## config.mk

```make
export PLATFORM = sky130hd
export DESIGN_NAME = fault_latch_policy
export DESIGN_NICKNAME = d
export VERILOG_FILES = /design/src/fault_latch_pkg_fix.sv /design/src/fault_latch_pkg.sv /design/src/fault_latch_policy.sv /design/src/bit_sync.sv
export SDC_FILE = /design/constraint.sdc
export NUM_CORES = 1
export LEC_CHECK = 0
export BUFFER_PORTS_ARGS = -buffer_cell sky130_fd_sc_hd__buf_2
export CORE_MARGIN = 2
export CORE_UTILIZATION = 43
export DETAILED_ROUTE_END_ITERATION = 10
export HOLD_SLACK_MARGIN = 0.02
export PLACE_DENSITY = 0.8
export SYNTH_ARGS = -nofsm -noshare
export SYNTH_HDL_FRONTEND = slang
export SYNTH_SLANG_ARGS = --single-unit
```

## constraint.sdc

```tcl
create_clock -name sys_clk_i -period 1.95 [get_ports sys_clk_i]
set_input_delay 0.195 -clock sys_clk_i [delete_from_list [all_inputs] [get_ports sys_clk_i]]
set_output_delay 0.195 -clock sys_clk_i [all_outputs]
set_load 0.01 [all_outputs]
```

## src/fault_latch_pkg_fix.sv

```systemverilog
// intentionally empty

```

## src/fault_latch_pkg.sv

```systemverilog
// Notes on behaviour
// - drive overtemp unlatched: re-enable once cooled
// - bit4 selects latch or recover, motor temp
// - bit5 selects latch or recover, overvoltage
// - bit6 selects latch or recover, undervoltage
// - bit7 latches feedback faults
// - bit8 selects latch or recover, phasing error
// - bit9 set: following error latches, disables
// - bit9 clear: abort move, stay enabled
// - bit10 latches on current-squared-time limiting
// - bit11 logic array failure, read-only
// - bit12 latches on command input loss
// - bit13 hardware init failure, read-only
// - bit14 latches safety consistency failure
// - bit15 latches loss of current control
// - bit16 latches open wiring, configurable current
// - bit18 shows safe torque off active
// - writing one clears only that fault
// - any latched fault sets event bit22
package fault_latch_pkg;

  localparam int unsigned DATA_W = 32;
  localparam int unsigned ADDR_W = 4;
  localparam int unsigned OW_W   = 16;

  // register byte offsets
  localparam logic [ADDR_W-1:0] OFS_MASK   = 4'h0;
  localparam logic [ADDR_W-1:0] OFS_LATCH  = 4'h4;
  localparam logic [ADDR_W-1:0] OFS_EVENT  = 4'h8;
  localparam logic [ADDR_W-1:0] OFS_OPENW  = 4'hc;

  // fault word bit positions
  localparam int unsigned B_DRV_TEMP = 3;
  localparam int unsigned B_MOT_TEMP = 4;
  localparam int unsigned B_OVERVOLT = 5;
  localparam int unsigned B_UNDERVLT = 6;
  localparam int unsigned B_FEEDBACK = 7;
  localparam int unsigned B_PHASING  = 8;
  localparam int unsigned B_FOLLOW   = 9;
  localparam int unsigned B_I2T      = 10;
  localparam int unsigned B_LOGIC    = 11;
  localparam int unsigned B_CMD_LOST = 12;
  localparam int unsigned B_HW_INIT  = 13;
  localparam int unsigned B_SAFETY   = 14;
  localparam int unsigned B_CUR_CTRL = 15;
  localparam int unsigned B_OPEN_WIR = 16;
  localparam int unsigned B_RSVD     = 17;
  localparam int unsigned B_STO      = 18;

  // event word bit positions
  localparam int unsigned B_EV_OUTEN = 0;
  localparam int unsigned B_EV_FAULT = 22;

  // bit groups of the fault word
  localparam logic [DATA_W-1:0] LATCH_BITS = 32'h0001_d7f8;
  localparam logic [DATA_W-1:0] AUTO_BITS  = 32'h0001_d1f8;
  localparam logic [DATA_W-1:0] RO_BITS    = 32'h0004_2800;

  // reset values
  localparam logic [DATA_W-1:0] MASK_RST  = 32'h0000_0000;
  localparam logic [OW_W-1:0]   OPENW_RST = 16'h0000;

  typedef struct packed {
    logic                read;
    logic                write;
    logic [ADDR_W-1:0]   address;
    logic [DATA_W-1:0]   writedata;
    logic [DATA_W/8-1:0] byteenable;
  } avmm_req_t;

  typedef struct packed {
    logic sto;
    logic cur_ctrl;
    logic safety;
    logic hw_init;
    logic cmd_lost;
    logic logic_fail;
    logic i2t;
    logic follow;
    logic phasing;
    logic feedback;
    logic undervolt;
    logic overvolt;
    logic motor_temp;
    logic drive_temp;
  } fault_cond_t;

  // place each monitor condition at its fault word position
  function automatic logic [DATA_W-1:0] cond_vec(input fault_cond_t c);
    logic [DATA_W-1:0] v;
    v             = '0;
    v[B_DRV_TEMP] = c.drive_temp;
    v[B_MOT_TEMP] = c.motor_temp;
    v[B_OVERVOLT] = c.overvolt;
    v[B_UNDERVLT] = c.undervolt;
    v[B_FEEDBACK] = c.feedback;
    v[B_PHASING]  = c.phasing;
    v[B_FOLLOW]   = c.follow;
    v[B_I2T]      = c.i2t;
    v[B_LOGIC]    = c.logic_fail;
    v[B_CMD_LOST] = c.cmd_lost;
    v[B_HW_INIT]  = c.hw_init;
    v[B_SAFETY]   = c.safety;
    v[B_CUR_CTRL] = c.cur_ctrl;
    v[B_OPEN_WIR] = 1'b0;
    v[B_STO]      = c.sto;
    return v;
  endfunction

endpackage

```

## src/fault_latch_policy.sv

```systemverilog
module fault_latch_policy (
  // clock and reset
  input  wire logic                        sys_clk_i,
  input  wire logic                        rst_i,
  // avalon-mm slave
  input  wire fault_latch_pkg::avmm_req_t  avmm_req_i,
  output logic [fault_latch_pkg::DATA_W-1:0] avmm_readdata_o,
  output logic                             avmm_waitrequest_o,
  // fault monitors, asynchronous
  input  wire fault_latch_pkg::fault_cond_t cond_i,
  input  wire logic                        open_wiring_i,
  // drive control
  output logic                             out_stage_en_o,
  output logic                             abort_move_o,
  output logic                             fault_summary_o,
  output logic [fault_latch_pkg::OW_W-1:0] open_wire_current_o
);

  localparam int unsigned DW = fault_latch_pkg::DATA_W;

  function automatic logic [DW-1:0] lanes(input logic [DW/8-1:0] be);
    logic [DW-1:0] m;
    m = '0;
    for (int i = 0; i < DW/8; i++) begin
      m[i*8 +: 8] = {8{be[i]}};
    end
    return m;
  endfunction

  // synchronised monitor inputs
  fault_latch_pkg::fault_cond_t cond_s;
  logic                         open_wiring_s;
  logic [$bits(fault_latch_pkg::fault_cond_t):0] sync_q;

  bit_sync #(
    .WIDTH ($bits(fault_latch_pkg::fault_cond_t) + 1)
  ) u_sync (
    .clk_i (sys_clk_i),
    .rst_i (rst_i),
    .d_i   ({cond_i, open_wiring_i}),
    .q_o   (sync_q)
  );

  assign cond_s        = sync_q[$bits(fault_latch_pkg::fault_cond_t):1];
  assign open_wiring_s = sync_q[0];

  logic [DW-1:0] cond_v;
  assign cond_v = fault_latch_pkg::cond_vec(cond_s)
                | (DW'(open_wiring_s) << fault_latch_pkg::B_OPEN_WIR);

  // registers
  logic [DW-1:0]                    mask_reg;
  logic [DW-1:0]                    mask_next;
  logic [DW-1:0]                    latch_reg;
  logic [DW-1:0]                    latch_next;
  logic [fault_latch_pkg::OW_W-1:0] openw_reg;
  logic [fault_latch_pkg::OW_W-1:0] openw_next;
  logic                             follow_d_reg;
  logic                             wait_reg;
  logic [DW-1:0]                    rdata_next;

  // bus decode
  wire           req_any  = avmm_req_i.read | avmm_req_i.write;
  wire           wr_go    = avmm_req_i.write & ~wait_reg;
  wire           sel_mask = avmm_req_i.address == fault_latch_pkg::OFS_MASK;
  wire           sel_lat  = avmm_req_i.address == fault_latch_pkg::OFS_LATCH;
  wire           sel_ev   = avmm_req_i.address == fault_latch_pkg::OFS_EVENT;
  wire           sel_ow   = avmm_req_i.address == fault_latch_pkg::OFS_OPENW;
  wire [DW-1:0]  be_m     = lanes(avmm_req_i.byteenable);
  wire [DW-1:0]  wd_m     = avmm_req_i.writedata & be_m;
  wire           wr_mask  = wr_go & sel_mask;
  wire           wr_lat   = wr_go & sel_lat;
  wire           wr_ow    = wr_go & sel_ow;

  // configuration: only policy bits are writable, reserved stays zero
  wire [DW-1:0] mask_wr = be_m & fault_latch_pkg::LATCH_BITS;
  assign mask_next = wr_mask ? (mask_reg & ~mask_wr) | (wd_m & mask_wr)
                             : mask_reg;

  assign openw_next = wr_ow
    ? (openw_reg & ~be_m[fault_latch_pkg::OW_W-1:0])
      | wd_m[fault_latch_pkg::OW_W-1:0]
    : openw_reg;

  // latch set by enabled sources, write-one clears, set wins
  wire [DW-1:0] lat_set = cond_v & mask_reg
                        & fault_latch_pkg::LATCH_BITS;
  wire [DW-1:0] lat_clr = wr_lat ? wd_m & fault_latch_pkg::LATCH_BITS
                                 : '0;
  assign latch_next = (latch_reg & ~lat_clr) | lat_set;

  // unlatched sources except bits 9 and 10 hold the stage off only while present
  wire auto_dis = |(cond_v & ~mask_reg
                  & fault_latch_pkg::AUTO_BITS);
  // hardware failures and safe torque off always block the stage
  wire hard_dis = |(cond_v & fault_latch_pkg::RO_BITS);
  wire en_next  = ~(|latch_reg) & ~auto_dis & ~hard_dis;
  // unlatched following error aborts the move, stage stays on
  wire abort_next = cond_v[fault_latch_pkg::B_FOLLOW] & ~follow_d_reg
                  & ~mask_reg[fault_latch_pkg::B_FOLLOW];

  // read view: live read-only bits, reserved reads zero
  wire [DW-1:0] fault_rd = latch_reg
                         | (cond_v & fault_latch_pkg::RO_BITS);
  wire [DW-1:0] event_rd =
      (DW'(fault_summary_o) << fault_latch_pkg::B_EV_FAULT)
    | (DW'(out_stage_en_o)  << fault_latch_pkg::B_EV_OUTEN);
  assign rdata_next = sel_mask ? mask_reg
                    : sel_lat  ? fault_rd
                    : sel_ev   ? event_rd
                    : sel_ow   ? DW'(openw_reg)
                    : '0;

  always_ff @(posedge sys_clk_i) begin
    if (rst_i) begin
      mask_reg     <= fault_latch_pkg::MASK_RST;
      latch_reg    <= '0;
      openw_reg    <= fault_latch_pkg::OPENW_RST;
      follow_d_reg <= 1'b0;
    end else begin
      mask_reg     <= mask_next;
      latch_reg    <= latch_next;
      openw_reg    <= openw_next;
      follow_d_reg <= cond_v[fault_latch_pkg::B_FOLLOW];
    end
  end

  always_ff @(posedge sys_clk_i) begin
    if (rst_i) begin
      out_stage_en_o  <= 1'b0;
      abort_move_o    <= 1'b0;
      fault_summary_o <= 1'b0;
    end else begin
      out_stage_en_o  <= en_next;
      abort_move_o    <= abort_next;
      fault_summary_o <= |latch_next;
    end
  end

  assign open_wire_current_o = openw_reg;

  // one wait cycle, then the access completes
  always_ff @(posedge sys_clk_i) begin
    if (rst_i) begin
      wait_reg        <= 1'b1;
      avmm_readdata_o <= '0;
    end else begin
      wait_reg <= ~(req_any & wait_reg);
      if (req_any & wait_reg) begin
        avmm_readdata_o <= rdata_next;
      end
    end
  end

  assign avmm_waitrequest_o = wait_reg;

  // checks
  AST_DRV_TEMP_RECOVER: assert property (
    @(posedge sys_clk_i) disable iff (rst_i)
    (latch_reg == '0 && !auto_dis && !hard_dis) |=> out_stage_en_o)
    else $error("stage not re-enabled with no fault present");

  AST_MOTOR_TEMP_LATCH: assert property (
    @(posedge sys_clk_i) disable iff (rst_i)
    (mask_reg[fault_latch_pkg::B_MOT_TEMP]
     && cond_v[fault_latch_pkg::B_MOT_TEMP])
    |=> latch_reg[fault_latch_pkg::B_MOT_TEMP])
    else $error("motor temperature fault not latched");

  AST_OVERVOLT_LATCH: assert property (
    @(posedge sys_clk_i) disable iff (rst_i)
    (mask_reg[fault_latch_pkg::B_OVERVOLT]
     && cond_v[fault_latch_pkg::B_OVERVOLT])
    |=> latch_reg[fault_latch_pkg::B_OVERVOLT] ##1 !out_stage_en_o)
    else $error("overvoltage latch did not disable stage");

  AST_UNDERVOLT_NOLATCH: assert property (
    @(posedge sys_clk_i) disable iff (rst_i)
    (!mask_reg[fault_latch_pkg::B_UNDERVLT]
     && cond_v[fault_latch_pkg::B_UNDERVLT]
     && !latch_reg[fault_latch_pkg::B_UNDERVLT] && !wr_mask)
    |=> !latch_reg[fault_latch_pkg::B_UNDERVLT] && !out_stage_en_o)
    else $error("unlatched undervoltage mishandled");

  AST_FOLLOW_LATCH: assert property (
    @(posedge sys_clk_i) disable iff (rst_i)
    (mask_reg[fault_latch_pkg::B_FOLLOW]
     && cond_v[fault_latch_pkg::B_FOLLOW])
    |=> latch_reg[fault_latch_pkg::B_FOLLOW] ##1 !out_stage_en_o)
    else $error("following error latch did not disable stage");

  AST_FOLLOW_ABORT: assert property (
    @(posedge sys_clk_i) disable iff (rst_i)
    ($rose(cond_v[fault_latch_pkg::B_FOLLOW])
     && !mask_reg[fault_latch_pkg::B_FOLLOW])
    |=> abort_move_o ##1 !abort_move_o)
    else $error("abort pulse missing or too long");

  AST_RO_BITS: assert property (
    @(posedge sys_clk_i) disable iff (rst_i)
    (latch_reg & fault_latch_pkg::RO_BITS) == '0
    && (mask_reg & fault_latch_pkg::RO_BITS) == '0)
    else $error("read-only fault bit stored from a write");

  AST_RSVD_ZERO: assert property (
    @(posedge sys_clk_i) disable iff (rst_i)
    !mask_reg[fault_latch_pkg::B_RSVD]
    && !latch_reg[fault_latch_pkg::B_RSVD])
    else $error("reserved bit set");

  AST_CLEAR_ONLY_ONES: assert property (
    @(posedge sys_clk_i) disable iff (rst_i)
    wr_lat |=> ((latch_reg & $past(latch_reg & ~lat_clr))
                == $past(latch_reg & ~lat_clr)))
    else $error("write cleared a bit written as zero");

  AST_SUMMARY_FLAG: assert property (
    @(posedge sys_clk_i) disable iff (rst_i)
    fault_summary_o == (latch_reg != '0))
    else $error("summary flag disagrees with latched faults");

  AST_LATCH_HOLDS_OFF: assert property (
    @(posedge sys_clk_i) disable iff (rst_i)
    (latch_reg != '0) |=> !out_stage_en_o)
    else $error("stage enabled with latched fault");

  AST_STO_DISABLES: assert property (
    @(posedge sys_clk_i) disable iff (rst_i)
    cond_v[fault_latch_pkg::B_STO] |=> !out_stage_en_o)
    else $error("stage enabled during safe torque off");

  AST_OPENW_WRITE: assert property (
    @(posedge sys_clk_i) disable iff (rst_i)
    (wr_ow && avmm_req_i.byteenable == 4'hf)
    |=> open_wire_current_o
        == $past(avmm_req_i.writedata[fault_latch_pkg::OW_W-1:0]))
    else $error("open wiring current not stored");

  AST_DRV_TEMP_HOLD: assert property (
    @(posedge sys_clk_i) disable iff (rst_i)
    (!mask_reg[fault_latch_pkg::B_DRV_TEMP]
     && cond_v[fault_latch_pkg::B_DRV_TEMP])
    |=> !out_stage_en_o)
    else $error("stage enabled during drive overtemperature");

  AST_MOTOR_TEMP_NOLATCH: assert property (
    @(posedge sys_clk_i) disable iff (rst_i)
    (!mask_reg[fault_latch_pkg::B_MOT_TEMP]
     && !latch_reg[fault_latch_pkg::B_MOT_TEMP])
    |=> !latch_reg[fault_latch_pkg::B_MOT_TEMP])
    else $error("unlatched motor temperature fault stored");

  AST_OVERVOLT_RECOVER: assert property (
    @(posedge sys_clk_i) disable iff (rst_i)
    ($fell(cond_v[fault_latch_pkg::B_OVERVOLT])
     && !mask_reg[fault_latch_pkg::B_OVERVOLT]
     && latch_reg == '0 && cond_v == '0)
    |=> out_stage_en_o)
    else $error("stage not re-enabled after overvoltage");

  AST_FEEDBACK_LATCH: assert property (
    @(posedge sys_clk_i) disable iff (rst_i)
    (mask_reg[fault_latch_pkg::B_FEEDBACK]
     && cond_v[fault_latch_pkg::B_FEEDBACK])
    |=> latch_reg[fault_latch_pkg::B_FEEDBACK] ##1 !out_stage_en_o)
    else $error("feedback fault latch did not disable stage");

  AST_PHASING_NOLATCH: assert property (
    @(posedge sys_clk_i) disable iff (rst_i)
    (!mask_reg[fault_latch_pkg::B_PHASING]
     && cond_v[fault_latch_pkg::B_PHASING])
    |=> !out_stage_en_o)
    else $error("stage enabled during phasing error");

  AST_FOLLOW_STAYS_ON: assert property (
    @(posedge sys_clk_i) disable iff (rst_i)
    (!mask_reg[fault_latch_pkg::B_FOLLOW] && latch_reg == '0
     && cond_v == (DW'(1) << fault_latch_pkg::B_FOLLOW))
    |=> out_stage_en_o)
    else $error("unlatched following error disabled stage");

  AST_I2T_LATCH: assert property (
    @(posedge sys_clk_i) disable iff (rst_i)
    (mask_reg[fault_latch_pkg::B_I2T]
     && cond_v[fault_latch_pkg::B_I2T])
    |=> latch_reg[fault_latch_pkg::B_I2T] ##1 !out_stage_en_o)
    else $error("current limit latch did not disable stage");

  AST_LOGIC_FAIL_STOP: assert property (
    @(posedge sys_clk_i) disable iff (rst_i)
    cond_v[fault_latch_pkg::B_LOGIC] |=> !out_stage_en_o)
    else $error("stage enabled with logic array failure");

  AST_CMD_LOST_LATCH: assert property (
    @(posedge sys_clk_i) disable iff (rst_i)
    (mask_reg[fault_latch_pkg::B_CMD_LOST]
     && cond_v[fault_latch_pkg::B_CMD_LOST])
    |=> latch_reg[fault_latch_pkg::B_CMD_LOST] ##1 !out_stage_en_o)
    else $error("command loss latch did not disable stage");

  AST_HW_INIT_STOP: assert property (
    @(posedge sys_clk_i) disable iff (rst_i)
    cond_v[fault_latch_pkg::B_HW_INIT] |=> !out_stage_en_o)
    else $error("stage enabled with hardware init failure");

  AST_SAFETY_LATCH: assert property (
    @(posedge sys_clk_i) disable iff (rst_i)
    (mask_reg[fault_latch_pkg::B_SAFETY]
     && cond_v[fault_latch_pkg::B_SAFETY])
    |=> latch_reg[fault_latch_pkg::B_SAFETY] ##1 !out_stage_en_o)
    else $error("safety check latch did not disable stage");

  AST_CUR_CTRL_LATCH: assert property (
    @(posedge sys_clk_i) disable iff (rst_i)
    (mask_reg[fault_latch_pkg::B_CUR_CTRL]
     && cond_v[fault_latch_pkg::B_CUR_CTRL])
    |=> latch_reg[fault_latch_pkg::B_CUR_CTRL] ##1 !out_stage_en_o)
    else $error("current control latch did not disable stage");

  AST_OPEN_WIRE_LATCH: assert property (
    @(posedge sys_clk_i) disable iff (rst_i)
    (mask_reg[fault_latch_pkg::B_OPEN_WIR]
     && cond_v[fault_latch_pkg::B_OPEN_WIR])
    |=> latch_reg[fault_latch_pkg::B_OPEN_WIR] ##1 !out_stage_en_o)
    else $error("open wiring latch did not disable stage");

  AST_SET_WINS: assert property (
    @(posedge sys_clk_i) disable iff (rst_i)
    (wr_lat && lat_set != '0)
    |=> ((latch_reg & $past(lat_set)) == $past(lat_set)))
    else $error("clear in the set cycle dropped a fault");

  AST_MASK_WRITE: assert property (
    @(posedge sys_clk_i) disable iff (rst_i)
    (wr_mask && avmm_req_i.byteenable == 4'hf)
    |=> mask_reg
        == ($past(avmm_req_i.writedata) & fault_latch_pkg::LATCH_BITS))
    else $error("policy mask write stored a wrong value");

  COV_LATCH_CLEAR: cover property (
    @(posedge sys_clk_i) disable iff (rst_i)
    (latch_reg != '0) ##[1:20] (latch_reg == '0));

  COV_ABORT: cover property (
    @(posedge sys_clk_i) disable iff (rst_i) abort_move_o);

  COV_AUTO_RECOVER: cover property (
    @(posedge sys_clk_i) disable iff (rst_i)
    auto_dis ##1 !auto_dis ##2 out_stage_en_o);

  COV_READ: cover property (
    @(posedge sys_clk_i) disable iff (rst_i)
    avmm_req_i.read && !wait_reg && sel_lat);

endmodule

```

## src/bit_sync.sv

```systemverilog
module bit_sync #(
  parameter int unsigned WIDTH = 1
) (
  // clock and reset
  input  wire logic             clk_i,
  input  wire logic             rst_i,
  // data
  input  wire logic [WIDTH-1:0] d_i,
  output logic      [WIDTH-1:0] q_o
);

  logic [WIDTH-1:0] meta_reg;

  // first stage is read only by the second
  always_ff @(posedge clk_i) begin
    if (rst_i) begin
      meta_reg <= '0;
      q_o      <= '0;
    end else begin
      meta_reg <= d_i;
      q_o      <= meta_reg;
    end
  end

endmodule

```

==> results.yml, run 1 <==
status:
  status: "completed"
detailed_routing:
  drt-wirelength-per-cell_um: 14.9
  wl_mm: 8.09
  drc: 0
  dr_total_vias: 2877
  vias_per_cell: 5.30
  drtIter0Drc: 349
  ant_nets: 0
  dr.pass1.iters: 7
synthesis:
  ys.flop_type: "dfxtp_1"
  synth-seq-cells: 94
  syn_area_mm2: 0.00353
  yosys_warnings: 0
  async_reset_ff_share_pct: 0
  seq_area_frac_synth_pct: 53.3
  ys_types: 36
  synth_cells: 353
  avgSynthCellArea_um2: 10.0
  synth_edf_count: 0
clock_network:
  clock_latency_ns: 0.35
  cts_setup_buffers: 0
  cts_made_buffers: 9
  clock_tree.root_cell: "clkbuf_8"
  tritoncts: "built"
  h-tree-depth: 3
  cts_resized: 0
  path_clk_slew_ns: 0.09
  cts_max_path_buffers: 2
  cts.sinks: 94
  cts_hold_buf: 0
global_routing:
  grt_pass1_vias: 2727
  grt_max_degree: 51
  antenna_found_initial: 0
  grtUsageTotal_pct: 18.8
  grt_first_pass_wirelength_mm: 13.1
  overflow: 0
power:
  seqPwrFrac_pct: 51.5
  pwr-share-comb_pct: 6.8
  p_switching_w: 0.000819
  p_int_w: 0.00306
  p_leak_nw: 1.86
  switching_share_pct: 21.1
  pwr-share-clk_pct: 41.6
  power_w: 0.00388
  powerDensity_mw_per_mm2: 904
  ir_drop_uv: 454
floorplan:
  start_util_pct: 43.6
  die_w_um: 94.6
  core_mm2: 0.00809
  io_pins: 111
  dieArea_mm2: 0.00895
  dieHeight_um: 94.6
  row_count: 33
setup_path:
  r2r_slack_ns: 0.30
  path_depth: 5
  critical-path-top-delay-family: "simple AND/OR/NAND/NOR gates"
  critPathBufInv: 1
  critPathLaunchType: "register"
  cp_max_fo: 8
  startpoint: "avmm_waitrequest_o"
  slowest_stage: "and3_1"
  reg2reg_depth: 5
  cp.arrival_ns: 1.88
  crit_type: "reg2reg"
  cp-end-kind: "register"
  max_stage_delay_ns: 0.49
  path_cells: "nor2b_2 > buf_4 > and3_1 > mux2i_1 > nor2_1"
  required_ns: 2.19
  r2r_start: "avmm_waitrequest_o"
place:
  dpl.hpwl_mm: 6.03
  routabilityCongestion: 0.921
  dp_cells: 527
  io_buffers: 81
sta:
  rsz0062_at_grt: "false"
  setup-tns-final_ns: 0
  fin_crit_sh_pct: 84.4
  final_max_slew_viol_count: 0
  worst_pin_slew_ns: 0.665
  setup_viol: 0
  period_needed_ns: 1.65
  max_freq_ghz: 0.608
  skew_ns: 0.00775
  slew_headroom_pct: 55.4
  hold_viol_final: 0
layout:
  nets: 492
  drive_gt1_share_pct: 25.6
  instances_no_fill: 543
  diodes: 0
  final_util_pct: 53.1
  fill_cells: 730
  area_growth_pct: 21.7
job:
  cap_violations: 0
hold_path:
  min-delay-start: "cond_i[7]"
  holdPathStages: 2
  hp-class: "in2reg"
[cells by family (layout without fill, tap and decap cells)]
kind of cell / count (synthesis) / after routing / share of synthesized area (%)
mux: 29 / 29 / 8.26
other cells: 1 / 13 / 0.106
simple gates: 132 / 132 / 19.8
flops: 94 / 94 / 53.3
buf+inv: 45 / 118 / 6.38
compound gates: 52 / 52 / 12.2
[stage by stage]
stage               setup slack (ns)  instance area, µm²  hold WS (ns)
floorplan                      0.395                3570         0.274
global placement               0.130                4030         0.390
detailed placement             0.127                4030         0.385
CTS                            0.200                4290        0.0360
global route                  0.0981                4300        0.0435
finish                         0.305                4300        0.0498
[synth_stat cells, types with 3 or more instances]
cell type	instances	share of area [%]
and3_1	5	0.89
nand3_1	8	1.1
o22ai_1	3	0.53
buf_4	13	2.8
a22oi_1	9	1.9
nand2_1	5	0.53
inv_1	10	1.1
a222oi_1	11	3.1
buf_2	6	0.85
a21oi_1	3	0.43
nor3_1	3	0.43
a211oi_1	11	2.3
nor2_1	53	5.6
clkbuf_1	16	1.7
dfxtp_1	94	53
nor4_1	5	0.89
nor2b_1	38	6.7
mux2i_1	28	7.9
nand4_1	8	1.4
a221oi_1	5	1.2
[power by group through the flow]
stage               sequential, W  combinational (W)  clock, W
global placement          0.00204           0.000261         0
floorplan                 0.00205           0.000156         0
detailed placement        0.00205           0.000265         0
global route              0.00201           0.000298   0.00174
finish                    0.00200           0.000265   0.00162
CTS                       0.00200           0.000266   0.00165
[area by class of cell]
type | count | area (µm²) | area share (%)
clock buffers | 10 | 128 | 2.97
clock inverters | 6 | 134 | 3.12
inverters | 10 | 37.5 | 0.874
multi-input cells | 226 | 1470 | 34.2
flip-flops and latches | 94 | 1880 | 43.8
well taps | 105 | 131 | 3.06
repair buffers | 92 | 513 | 11.9
[per-layer routing]
| metal | routed length (µm) | global-route usage (%) | vias up |
|---|---|---|---|
| met5 | 0 | 0 | - |
| met3 | 582 | 4.47 | 14 |
| li1 | - | - | 1389 |
| met2 | 3800 | 30.1 | 123 |
| met1 | 3560 | 24.1 | 1351 |
| met4 | 140 | 8.33 | 0 |
[worst paths after layout]
| kind | end |
|---|---|
| max | register |
| min reg2reg | abort_move_o |
| max reg2reg | register |
| min | u_sync.meta_reg[8] |
[layout by cell type, fill, tap and decap left out, types with 3 or more instances in the layout]
| master | synthesis | layout |
|---|---|---|
| dfxtp_1 | 94 | 94 |
| buf_2 | 6 | 81 |
| nor2_1 | 53 | 53 |
| nor2b_1 | 38 | 37 |
| mux2i_1 | 28 | 28 |
| conb_1 | 1 | 13 |
| a222oi_1 | 11 | 11 |
| a211oi_1 | 11 | 11 |
| inv_1 | 10 | 10 |
| a22oi_1 | 9 | 9 |
| clkbuf_8 | 0 | 9 |
| buf_4 | 13 | 9 |
| nand3_1 | 8 | 8 |
| nand4_1 | 8 | 8 |
| and3_1 | 5 | 5 |
| nand2_1 | 5 | 5 |
| a221oi_1 | 5 | 5 |
| nor4_1 | 5 | 5 |
| bufinv_16 | 0 | 4 |
| a21oi_1 | 3 | 3 |
| nor3_1 | 3 | 3 |
| o22ai_1 | 3 | 3 |
Power figures use the tool's default switching activity.
==> inputs of run 2 (changes only) <==
- ABC_AREA: unset -> 1
- PLACE_DENSITY: 0.8 -> 0.82
- clock period: 1.95 -> 1.4 ns (I/O delays scaled with it)
==> results.yml, run 2 <==
status:
  status: "completed"
sta:
  setup-tns-final_ns: 0
  skew_ns: 0.0124
  rsz0062_at_grt: "false"
  hold_viol_final: 0
  final_max_slew_viol_count: 0
  setup_viol: 0
  period_needed_ns: 1.34
  finalHoldWorstSlack_ns: 0.0450
  fin_crit_sh_pct: 95.4
  max_freq_ghz: 0.749
setup_path:
  critPathLaunchType: "register"
  max_stage_delay_ns: 0.34
  crit_type: "reg2reg"
  cp.arrival_ns: 1.57
  cp_max_fo: 16
  cp-end-kind: "register"
  reg2reg_depth: 7
  required_ns: 1.64
  slowest_stage: "dfxtp_2"
  path_cells: "nor2_4 > buf_12 > nand3_1 > a21oi_1 > nand3_1 > nor2_1 > a21oi_1"
layout:
  seqCellArea_mm2: 0.00188
  area_growth_pct: 26.1
  drive_gt1_share_pct: 22.3
  diodes: 0
  final_cell_mix: "dfxtp_1 (93), nand2_1 (90), buf_2 (81), nor2_1 (77), inv_1 (60)"
  fill_cells: 825
  final_util_pct: 54.9
  multi_input_comb_area_mm2: 0.00151
  finalInstanceArea_mm2: 0.00472
  final_common_cell: "dfxtp_1"
  nets: 672
synthesis:
  seq_area_frac_synth_pct: 50.3
  yosysMostFrequentCell: "dfxtp_1"
  async_reset_ff_share_pct: 0
  synth_edf_count: 0
  synth_area_leader_cell: "dfxtp_1"
  ys.flop_type: "dfxtp_1"
  synth_top_area_share_pct: 50.3
  syn_area_mm2: 0.00374
  avgSynthCellArea_um2: 7.42
  synth-seq-cells: 94
  synth_cells: 504
  ys_types: 29
  yosys_warnings: 0
  synthTopCellsByCount: "dfxtp_1 (94), nand2_1 (91), nor2_1 (80)"
  synthTopCellsByArea: "dfxtp_1 (50%), nand2_1 (9.1%), nor2_1 (8.0%), a21oi_1 (7.9%), inv_1 (6.3%)"
detailed_routing:
  wl_met1_mm: 4.07
  vias_per_cell: 4.91
  drt-wirelength-per-cell_um: 12.8
  dr_wl_met2_mm: 4.28
  ant_nets: 0
  drtIter0Drc: 255
  dr.pass1.iters: 5
  drc: 0
  routed.top_layer: "met4"
  dr_total_vias: 3568
  wl_met3_um: 761
  wl_mm: 9.31
power:
  power_w: 0.00482
  p_int_w: 0.00357
  ir_drop_uv: 472
  pwr-share-comb_pct: 9.2
  p_switching_w: 0.00125
  p_leak_nw: 2.17
  powerDensity_mw_per_mm2: 1020
  seqPwrFrac_pct: 57.3
  pwr-share-clk_pct: 33.5
  switching_share_pct: 25.9
place:
  dpl.hpwl_mm: 6.82
  io_buffers: 81
  post_dp_cell_area_mm2: 0.00435
  routabilityCongestion: 0.914
hold_path:
  holdPathStages: 3
  hp-class: "in2reg"
floorplan:
  io_pins: 111
  dieArea_mm2: 0.00946
  start_util_pct: 43.5
  dieHeight_um: 97.3
  die_w_um: 97.3
  row_count: 34
  core_mm2: 0.00859
global_routing:
  grt_first_pass_wirelength_mm: 15.4
  grt_max_degree: 42
  overflow: 0
  antenna_found_initial: 0
  grtUsageTotal_pct: 19.8
  grt_pass1_vias: 3357
clock_network:
  cts_max_path_buffers: 2
  cts.sinks: 94
  tritoncts: "built"
  cts_made_buffers: 9
  clock_latency_ns: 0.35
  clock_tree.root_cell: "clkbuf_8"
  h-tree-depth: 3
  path_clk_slew_ns: 0.09
job:
  cap_violations: 0
run 2: layout make-up:
type                       count  share of cell area (%)
tap                          108                    2.86
sequential                    94                    39.9
timing repair buffer         119                    16.3
clock buffer                  10                    2.70
inverter                      66                    5.30
multi-input combinational    323                    32.0
clock inverter                 6                   0.955
run 2: cell families after synthesis:
| group | Yosys count | share of synthesized area, % |
|---|---|---|
| AO/OA/AOI/OAI | 107 | 15.2 |
| flip-flops | 94 | 50.3 |
| AND/OR/NAND/NOR | 203 | 22.8 |
| buffers and inverters | 99 | 11.6 |
| other | 1 | 0.100 |
run 2: worst paths after layout:
kind                      start              end  slack, ns
max          avmm_waitrequest_o  fault_summary_o       0.06
min              avmm_req_i[17]         register       0.04
min reg2reg        follow_d_reg     abort_move_o       0.40
max reg2reg  avmm_waitrequest_o  fault_summary_o       0.06
run 2: metal layers:
layer / up-vias / track usage, %
li1: 1784 / -
met1: 1592 / 26.6
met4: 0 / 8.87
met5: - / 0
met3: 20 / 3.24
met2: 172 / 31.6
run 2: power by group through the flow:
| stage | logic [W] | registers [W] | clock network [W] |
|---|---|---|---|
| detailed placement | 0.000399 | 0.00282 | 0 |
| floorplan | 0.000235 | 0.00283 | 0 |
| global route | 0.000491 | 0.00277 | 0.00178 |
| global placement | 0.000391 | 0.00282 | 0 |
| finish | 0.000443 | 0.00276 | 0.00161 |
| CTS | 0.000434 | 0.00276 | 0.00166 |
run 2: per-stage QoR:
step	std cells	setup slack, ns
6_report	726	0.0647
5_1_grt	726	0.00467
4_1_cts	726	0.00666
3_5_place_dp	694	-0.0535
3_3_place_gp	694	-0.0174
2_1_floorplan	516	0.00394
run 2: critical path, delay by kind of cell, from the launching register on:
kind	cells	cell delay [ns]
buffers and inverters	1	0.16
AO/OA/AOI/OAI	2	0.31
flip-flops	1	0.34
AND/OR/NAND/NOR	4	0.41
run 2: what timing repair did:
| item | 4_1_cts | 5_1_grt |
|---|---|---|
| hold buffers | 15 | 0 |
| setup endpoints to repair | 4 | 24 |
| hold endpoints to repair | 15 | 0 |
| resized for setup | 2 | 14 |
| buffers inserted | 1 | 0 |
